===== config.mk =====
export PLATFORM = sky130hd
export DESIGN_NAME = reset_source_combiner_status
export DESIGN_NICKNAME = d
export VERILOG_FILES = /design/src/design/reset_source_combiner_status.v
export VERILOG_INCLUDE_DIRS = /design/src /design/src/design
export SDC_FILE = /design/constraint.sdc
export NUM_CORES = 1
export LEC_CHECK = 0
export BUFFER_PORTS_ARGS = -buffer_cell sky130_fd_sc_hd__buf_4
export CORE_ASPECT_RATIO = 1.2
export CORE_MARGIN = 5
export CORE_UTILIZATION = 45
export CTS_CLUSTER_SIZE = 28
export DETAILED_ROUTE_END_ITERATION = 8
export PLACE_DENSITY = 0.7
export SYNTH_ARGS = -nofsm -noshare
export SYNTH_HDL_FRONTEND = slang
export SYNTH_SLANG_ARGS = --single-unit

===== constraint.sdc =====
create_clock -name mclk -period 8.6 [get_ports mclk]
set_clock_uncertainty 0.1 [all_clocks]
set_input_delay 1.72 -clock mclk [delete_from_list [all_inputs] [get_ports mclk]]
set_output_delay 1.72 -clock mclk [all_outputs]
set_load 0.01 [all_outputs]

===== src/design/reset_combiner_regs.vh =====
`ifndef RESET_COMBINER_REGS_VH
`define RESET_COMBINER_REGS_VH
// ----------------------------------------
// register map (byte addresses)
// ----------------------------------------
`define OFS_CAUSE_STATUS 12'h000
`define OFS_CONTROL 12'h004
`define OFS_TIMERS 12'h008
// ----------------------------------------
// cause/status field positions
// ----------------------------------------
`define BIT_TRAP 15
`define BIT_ILLEGAL 14
`define BIT_DEEP_SLEEP 10
`define BIT_MISMATCH 9
`define BIT_PM_SLEEP 8
`define BIT_PIN 7
`define BIT_INSTR 6
`define BIT_WDT_EN 5
`define BIT_WDT_TO 4
`define BIT_SLEEP 3
`define BIT_IDLE 2
`define BIT_BROWNOUT 1
`define BIT_POWERON 0
// implemented bits; 13..11 always read zero
`define CAUSE_MASK 16'hC7FF
`define CAUSE_POR_VALUE 16'h0003
// ----------------------------------------
// release delays, clock period and axi response codes
// ----------------------------------------
`define POWERON_DELAY_NS 1000
`define POWERUP_TIMER_NS 2000
`define CLK_PERIOD_NS 20
`define AXI_OKAY 2'h0
`define AXI_DECERR 2'h3
`endif


===== src/design/reset_source_combiner_status.v =====
// The implementer's own choices: the placing of the registers and register access over AXI4-Lite.
`timescale 1ns/1ps
`include "reset_combiner_regs.vh"

// Operation
// - any active source asserts master reset
// - nine reset sources are accepted
// - each reset kind sets its flag
// - power-on clears all but bits one, zero
// - software sets or clears flags, no reset
// - untouched state survives non power-on resets
// - trap flag bit 15 set by trap reset
// - illegal flag bit 14 on opcode/wreg faults
// - bits 13 to 11 read zero
// - deep sleep flag, software clear only
// - mismatch flag bit 9 on mismatch reset
// - progmem sleep power bit drives bias
// - pin reset flag bit 7
// - instruction reset flag bit 6
// - watchdog enable, fuse forces on
// - watchdog timeout flag, cleared by powersave
// - sleep and idle flags on powersave
// - brownout flag on brownout or power-on
// - power-on flag only on power-on
// - release after both power delays expire, after power events only
module reset_source_combiner_status #(
    parameter PON_CYCLES =
        (`POWERON_DELAY_NS + `CLK_PERIOD_NS - 1) / `CLK_PERIOD_NS,
    parameter POWER_UP_TIMER_CYCLES =
        (`POWERUP_TIMER_NS + `CLK_PERIOD_NS - 1) / `CLK_PERIOD_NS
) (
    input wire mclk,
    input wire rst,
    input wire powerOnReset,
    input wire brownoutReset,
    input wire masterClearPin,
    input wire resetInstruction,
    input wire watchdogTimeout,
    input wire configMismatch,
    input wire trapConflict,
    input wire illegalOpcode,
    input wire uninitWregReset,
    input wire sleepInstruction,
    input wire idleInstruction,
    input wire deepSleepEnable,
    input wire watchdogFuseEnable,
    input wire [11:0] s_axi_awaddr,
    input wire s_axi_awvalid,
    output reg s_axi_awready,
    input wire [31:0] s_axi_wdata,
    input wire [3:0] s_axi_wstrb,
    input wire s_axi_wvalid,
    output reg s_axi_wready,
    output reg [1:0] s_axi_bresp,
    output reg s_axi_bvalid,
    input wire s_axi_bready,
    input wire [11:0] s_axi_araddr,
    input wire s_axi_arvalid,
    output reg s_axi_arready,
    output reg [31:0] s_axi_rdata,
    output reg [1:0] s_axi_rresp,
    output reg s_axi_rvalid,
    input wire s_axi_rready,
    output reg masterSystemReset,
    output reg watchdogEnable,
    output reg progmemBiasOn,
    output reg regulatorStandby
);

// ----------------------------------------
// reset source combining
// ----------------------------------------
wire anySource = powerOnReset | brownoutReset | masterClearPin |
    resetInstruction | watchdogTimeout | configMismatch |
    trapConflict | illegalOpcode | uninitWregReset;
wire powerSource = powerOnReset | brownoutReset;

// ----------------------------------------
// release sequencing
// ----------------------------------------
// delay phases: power-on delay, then power-up timer
// a new source in any phase drops back to hold, so a glitching source
// restarts the whole release instead of shortening it
localparam PH_HOLD = 3'b001;
localparam PH_PON = 3'b010;
localparam PH_POWER_UP_TIMER = 3'b100;

reg [2:0] phase_r;
reg [2:0] phase_nxt;
reg [15:0] delay_r;
reg [15:0] delay_nxt;
reg powerEvent_r;
reg powerEvent_nxt;

// shared down-count step of both delay phases
function [15:0] decr;
    input [15:0] v;
    begin
        decr = v - 16'h0001;
    end
endfunction

always @* begin
    phase_nxt = phase_r;
    delay_nxt = delay_r;
    powerEvent_nxt = powerEvent_r | powerSource;
    case (phase_r)
        PH_HOLD: begin
            if (!anySource) begin
                // only power events pay the long release delays
                if (powerEvent_r) begin
                    phase_nxt = PH_PON;
                    delay_nxt = PON_CYCLES[15:0];
                end else begin
                    phase_nxt = PH_POWER_UP_TIMER;
                    delay_nxt = 16'h0000;
                end
            end
        end
        PH_PON: begin
            if (anySource) begin
                phase_nxt = PH_HOLD;
            end else if (delay_r <= 16'h0001) begin
                phase_nxt = PH_POWER_UP_TIMER;
                delay_nxt = POWER_UP_TIMER_CYCLES[15:0];
            end else begin
                delay_nxt = decr(delay_r);
            end
        end
        PH_POWER_UP_TIMER: begin
            if (anySource) begin
                phase_nxt = PH_HOLD;
            end else if (delay_r > 16'h0000) begin
                delay_nxt = decr(delay_r);
            end else begin
                powerEvent_nxt = 1'b0;
            end
        end
        default: begin
            phase_nxt = PH_HOLD;
        end
    endcase
end

wire released = (phase_nxt == PH_POWER_UP_TIMER) && (delay_nxt == 16'h0000) &&
    !anySource;

always @(posedge mclk or posedge rst) begin
    if (rst) begin
        phase_r <= PH_HOLD;
        delay_r <= 16'h0000;
        powerEvent_r <= 1'b1;
        masterSystemReset <= 1'b1;
    end else begin
        phase_r <= phase_nxt;
        delay_r <= delay_nxt;
        powerEvent_r <= powerEvent_nxt;
        masterSystemReset <= !released;
    end
end

// ----------------------------------------
// cause/status register
// ----------------------------------------
reg [15:0] cause_r;
reg [15:0] cause_nxt;
reg [15:0] hwSet;
reg wrCause;
reg [15:0] wrValue;

function [15:0] mergeBytes;
    input [15:0] old;
    input [15:0] data;
    input [1:0] strb;
    begin
        mergeBytes = old;
        if (strb[0]) begin
            mergeBytes[7:0] = data[7:0];
        end
        if (strb[1]) begin
            mergeBytes[15:8] = data[15:8];
        end
    end
endfunction

always @* begin
    hwSet = 16'h0000;
    hwSet[`BIT_TRAP] = trapConflict;
    hwSet[`BIT_ILLEGAL] = illegalOpcode | uninitWregReset;
    hwSet[`BIT_DEEP_SLEEP] = sleepInstruction & deepSleepEnable;
    hwSet[`BIT_MISMATCH] = configMismatch;
    hwSet[`BIT_PIN] = masterClearPin;
    hwSet[`BIT_INSTR] = resetInstruction;
    hwSet[`BIT_WDT_TO] = watchdogTimeout;
    hwSet[`BIT_SLEEP] = sleepInstruction;
    hwSet[`BIT_IDLE] = idleInstruction;
    hwSet[`BIT_BROWNOUT] = brownoutReset;
    cause_nxt = cause_r;
    if (wrCause) begin
        // software may write any flag but deep sleep; no reset is ever triggered
        cause_nxt = wrValue;
        // deep sleep flag may only be cleared by software
        cause_nxt[`BIT_DEEP_SLEEP] = cause_r[`BIT_DEEP_SLEEP] &
            wrValue[`BIT_DEEP_SLEEP];
    end
    // a power-save instruction clears the watchdog timeout flag
    if (sleepInstruction | idleInstruction) begin
        cause_nxt[`BIT_WDT_TO] = 1'b0;
    end
    cause_nxt = (cause_nxt | hwSet) & `CAUSE_MASK;
    if (powerOnReset) begin
        cause_nxt = `CAUSE_POR_VALUE;
    end
end

// other resets only set their own flag, only power-on rewrites it
always @(posedge mclk or posedge rst) begin
    if (rst) begin
        cause_r <= `CAUSE_POR_VALUE;
    end else begin
        cause_r <= cause_nxt;
    end
end

// ----------------------------------------
// power and watchdog outputs
// ----------------------------------------
// driven from the next status value so a write shows on the pins at the
// same edge as in the register, at the cost of a longer input path
always @(posedge mclk or posedge rst) begin
    if (rst) begin
        watchdogEnable <= 1'b1;
        progmemBiasOn <= 1'b0;
        regulatorStandby <= 1'b1;
    end else begin
        watchdogEnable <= watchdogFuseEnable |
            cause_nxt[`BIT_WDT_EN];
        progmemBiasOn <= cause_nxt[`BIT_PM_SLEEP];
        regulatorStandby <= !cause_nxt[`BIT_PM_SLEEP];
    end
end

// ----------------------------------------
// axi4-lite slave
// ----------------------------------------
// address and data may arrive in either order; whichever comes first is
// parked until its partner is taken
reg [11:0] awAddr_r;
reg awHeld_r;
reg [31:0] wData_r;
reg [3:0] wStrb_r;
reg wHeld_r;

wire awHave = awHeld_r | (s_axi_awvalid & s_axi_awready);
wire wHave = wHeld_r | (s_axi_wvalid & s_axi_wready);
wire [11:0] awUse = awHeld_r ? awAddr_r : s_axi_awaddr;
wire [31:0] wUse = wHeld_r ? wData_r : s_axi_wdata;
wire [3:0] sUse = wHeld_r ? wStrb_r : s_axi_wstrb;
wire doWrite = awHave & wHave & !s_axi_bvalid;

always @* begin
    wrCause = doWrite && (awUse == `OFS_CAUSE_STATUS);
    wrValue = mergeBytes(cause_r, wUse[15:0], sUse[1:0]);
end

function [31:0] readWord;
    input [11:0] addr;
    input [15:0] cause;
    input [2:0] ph;
    input [15:0] dly;
    begin
        case (addr)
            `OFS_CAUSE_STATUS: readWord = {16'h0000, cause};
            `OFS_CONTROL: readWord = {29'h0, ph};
            `OFS_TIMERS: readWord = {16'h0000, dly};
            default: readWord = 32'h00000000;
        endcase
    end
endfunction

function isMapped;
    input [11:0] addr;
    begin
        isMapped = (addr == `OFS_CAUSE_STATUS) ||
            (addr == `OFS_CONTROL) || (addr == `OFS_TIMERS);
    end
endfunction

always @(posedge mclk or posedge rst) begin
    if (rst) begin
        s_axi_awready <= 1'b0;
        s_axi_wready <= 1'b0;
        s_axi_bvalid <= 1'b0;
        s_axi_bresp <= `AXI_OKAY;
        awHeld_r <= 1'b0;
        wHeld_r <= 1'b0;
        awAddr_r <= 12'h000;
        wData_r <= 32'h00000000;
        wStrb_r <= 4'h0;
        s_axi_arready <= 1'b0;
        s_axi_rvalid <= 1'b0;
        s_axi_rdata <= 32'h00000000;
        s_axi_rresp <= `AXI_OKAY;
    end else begin
        // ----------------------------------------
        // write channels
        // ----------------------------------------
        if (s_axi_awvalid & s_axi_awready) begin
            awAddr_r <= s_axi_awaddr;
        end
        if (s_axi_wvalid & s_axi_wready) begin
            wData_r <= s_axi_wdata;
            wStrb_r <= s_axi_wstrb;
        end
        if (doWrite) begin
            awHeld_r <= 1'b0;
            wHeld_r <= 1'b0;
            s_axi_bvalid <= 1'b1;
            s_axi_bresp <= isMapped(awUse) ? `AXI_OKAY : `AXI_DECERR;
        end else begin
            awHeld_r <= awHave;
            wHeld_r <= wHave;
        end
        if (s_axi_bvalid & s_axi_bready) begin
            s_axi_bvalid <= 1'b0;
        end
        // one write at a time: ready drops while a channel is held
        s_axi_awready <= !awHave && !doWrite && !s_axi_awready;
        s_axi_wready <= !wHave && !doWrite && !s_axi_wready;
        // ----------------------------------------
        // read channel
        // ----------------------------------------
        // status is sampled at the address edge; a flag set in the same
        // cycle shows on the next read
        s_axi_arready <= !s_axi_arready && !s_axi_rvalid &&
            s_axi_arvalid;
        if (s_axi_arvalid & s_axi_arready) begin
            s_axi_rvalid <= 1'b1;
            s_axi_rdata <= readWord(s_axi_araddr, cause_r, phase_r, delay_r);
            s_axi_rresp <= isMapped(s_axi_araddr) ? `AXI_OKAY : `AXI_DECERR;
        end else if (s_axi_rvalid & s_axi_rready) begin
            s_axi_rvalid <= 1'b0;
        end
    end
end

endmodule


==> flow_summary_export.csv <==
group,metric,value,unit
run_status,outcome,"completed",
power,p_leak,2.50,nW
timing,hold_viol_final,0,
power,sw_frac_of_total,27.5,%
placement,dp_hpwl,8500,um
floorplan,start_util,46.2,%
global_route,grt_pass1_vias,3768,
critical_path,reg2reg_to,"masterSystemReset$_DFF_PP1_",
yosys,ys_warn_count,0,
clocking,ctsResizeCount,0,
global_route,antenna_found_initial,0,
floorplan,die_h,121,um
critical_path,required,8.75,ns
power,p_int,0.874,mW
final_layout,drive_gt1_share,30.2,%
floorplan,die_width,103,um
yosys,synth_top_flop_cell,"dfrtp_1",
yosys,synthMuxAreaShare,12.9,%
yosys,syn_avg_cell_area,10.2,um^2
critical_path,crit_start,"configMismatch",
timing,period_needed,4.44,ns
timing,rsz0062_at_grt,"no",
yosys,netlist_top_cells_area,"dfrtp_1 44%, mux2_2 7.3%, mux2i_1 5.6%, dfstp_2 4.0%, nand2_1 3.8%",
worst_hold_path,hold_class,"reg2reg",
yosys,synth_compound_area_share,14.2,%
yosys,netlist.area_leader.share,43.6,%
timing,max_clock_freq,225,MHz
critical_path,crit_end,"masterSystemReset$_DFF_PP1_",
clocking,clockBufferDepth,2,
critical_path,reg2reg_from,"delay_r[0]$_DFF_PP0_",
flow_run,maxCapViolCount,0,
yosys,synth_top_cell_by_area,"dfrtp_1",
floorplan,ios,125,
drt,drtIter0Drc,191,
power,p_per_area,215,nW/um^2
final_layout,nets,616,
yosys,synth_fa_ha_area_share,0.538,%
final_layout,n_antenna_cell,0,
yosys,async_reset_ff_share,100,%
timing,worst_pin_slew,0.977,ns
power,irDropWorstVdd,0.162,mV
yosys,netlist_area,4650,um^2
placement,post_dp_cell_area,5300,um^2
drt,routedWlPerCell,17.1,um
timing,slew_headroom,34.7,%
global_route,grt_overflow_total,0,
floorplan,dieArea,12500,um^2
global_route,grt_pass1_wl,18500,um
drt,drc_errors,0,
drt,wl,11300,um
critical_path,critPathMaxFanout,7,
drt,detail-route-antenna-nets,0,
critical_path,rr_worst_depth,10,
timing,final_max_slew_viol_count,0,
timing,fin_setup_tns,0,ns
final_layout,fillers,879,
clocking,cts-root-buf,"clkbuf_16",
clocking,cts_setup_buffers,0,
power,p_sw,0.332,mW
yosys,synthCells,458,
clocking,cts_made_buffers,9,
timing,setup_viol,0,
placement,port_buffers,87,
yosys,synth-edff-count,0,
critical_path,path_class,"in2reg",
floorplan,core,10100,um^2
final_layout,syn2layout_area_growth,20.7,%
clocking,cts_hold_buf,0,
clocking,clk_pin_slew_worst_paths,0.06,ns
yosys,synth_xor_area_share,0.188,%
critical_path,setup.worst_path.end_class,"register",
critical_path,critical_path_arrival,4.59,ns
worst_hold_path,holdCritStartpoint,"s_axi_arready$_DFF_PP0_",
clocking,cts_tree,"done",
power,power_frac_comb,19.0,%
global_route,grtUsageTotal,18.9,%
clocking,cts.sinks,88,
placement,gp_congestion,0.918,
power,pwr-share-seq,47.1,%
power,p_clk_share,33.8,%
floorplan,rows,40,
final_layout,final_design_area_no_fill,5610,um^2
drt,drtPass1Iterations,5,
drt,via_per_inst,5.51,
global_route,grt_max_degree,65,
yosys,ys_ff_latch,88,
critical_path,start_kind,"input port",
critical_path,r2r_setup_slack,4.96,ns
yosys,synthSimpleGateAreaFrac,18.5,%
clocking,clk_latency,0.34,ns
yosys,synth_top_family_by_area,"simple AND/OR/NAND/NOR gates",
drt,vias,3665,
yosys,synth.distinct_cells,66,
yosys,ys_seq_area_share,47.6,%
clocking,cts.htree.levels,3,
timing,period_share,51.6,%
==> power groups by stage <==
| stage | clock [mW] | sequential [mW] | combinational (mW) |
|---|---|---|---|
| final | 0.408 | 0.568 | 0.230 |
| after global routing | 0.432 | 0.582 | 0.256 |
| after CTS | 0.413 | 0.569 | 0.233 |
| after detailed placement | 0 | 0.575 | 0.231 |
| after global placement | 0 | 0.567 | 0.222 |
| after floorplan | 0 | 0.545 | 0.186 |
==> layer usage <==
metal | routed length, um | vias to the layer above | track usage, % | part of all wire, %
li1 | - | 1779 | - | -
met1 | 4680 | 1732 | 23.3 | 41
met2 | 5650 | 124 | 31.8 | 50
met3 | 629 | 30 | 3.05 | 5.5
met4 | 384 | 0 | 9.39 | 3.4
met5 | 0 | - | 0 | 0
==> final cells by class <==
| class | instances | area, um^2 | area share, % |
|---|---|---|---|
| multi-input combinational | 331 | 2210 | 39.4 |
| sequential | 88 | 2210 | 39.4 |
| timing repair buffer | 88 | 661 | 11.8 |
| clock buffer | 12 | 256 | 4.57 |
| tap | 126 | 158 | 2.81 |
| inverter | 16 | 61.3 | 1.09 |
| clock inverter | 4 | 51.3 | 0.914 |
==> critical path, stage by stage <==
cell and delay, ns:
buf_4 0.11, nor3_1 0.46, and3_1 0.39, nand2_1 0.12
nor2_2 0.32, o21ai_0 0.15, a21o_1 0.22, or4_1 0.54
or4_1 0.55
==> how the worst min path moves through the flow <==
stage / depth (start not counted) / endpoint / slack, ns
floorplan: 1 / wData_r[0]$_DFFE_PP0P_ / 0.37
global placement: 1 / s_axi_arready$_DFF_PP0_ / 0.35
detailed placement: 1 / s_axi_arready$_DFF_PP0_ / 0.35
CTS: 1 / s_axi_arready$_DFF_PP0_ / 0.36
global route: 1 / s_axi_arready$_DFF_PP0_ / 0.39
finish: 1 / s_axi_arready$_DFF_PP0_ / 0.36
==> synthesized netlist by cell type, drive strengths merged (5+ instances only) <==
cell type and n:
nor4 13, mux2 30, o21ai 35, o31ai 16, a31oi 6, nor3 14, a21oi 19, nand3 12
dfstp 7, nand2 48, buf 22, nor2b 5, dfrtp 81, mux2i 26, inv 16, clkbuf 16
nor2 36
==> placed cells by master (no fill, tap or decap), types with 4 or more instances in the layout <==
cell type / count
o21ai_1: 6
o31ai_1: 16
nor4_1: 8
buf_4: 88
mux2_2: 30
or4_1: 4
conb_1: 16
o21ai_0: 27
nor2_1: 32
a21oi_1: 18
dfstp_2: 7
a31oi_1: 6
inv_1: 15
nand2_1: 47
nor3_1: 14
mux2i_1: 26
dfrtp_1: 81
nor2b_1: 5
clkbuf_16: 9
nor4_4: 4
nand3_1: 11
o211ai_1: 4
==> per-stage QoR <==
| stage | setup WS, ns | instances | power [mW] | hold WS, ns | utilization [%] |
|---|---|---|---|---|---|
| 4_1_cts | 4.20 | 665 | 1.21 | 0.360 | 55.8 |
| 3_3_place_gp | 3.82 | 649 | 0.789 | 0.346 | 52.7 |
| 3_5_place_dp | 3.84 | 649 | 0.806 | 0.352 | 52.7 |
| 6_report | 4.16 | 665 | 1.21 | 0.359 | 55.8 |
| 5_1_grt | 4.06 | 665 | 1.27 | 0.387 | 55.8 |
| 2_1_floorplan | 4.51 | 473 | 0.731 | 0.374 | - |
==> cell families after synthesis <==
kind of cell | Yosys count
simple gates | 154
flops | 88
xor+xnor | 1
mux | 56
compound gates | 102
buf+inv | 54
fa+ha+maj | 2
other cells | 1
==> registers in the layout, indices dropped and copies added, names as in the netlist, 2 cells and up <==
name / cells
delay_r: 16
s_axi_rdata: 16
cause_r: 13
wData_r: 13
awAddr_r: 12
phase_r: 3
wStrb_r: 2
(Power assumes the default switching activity.)
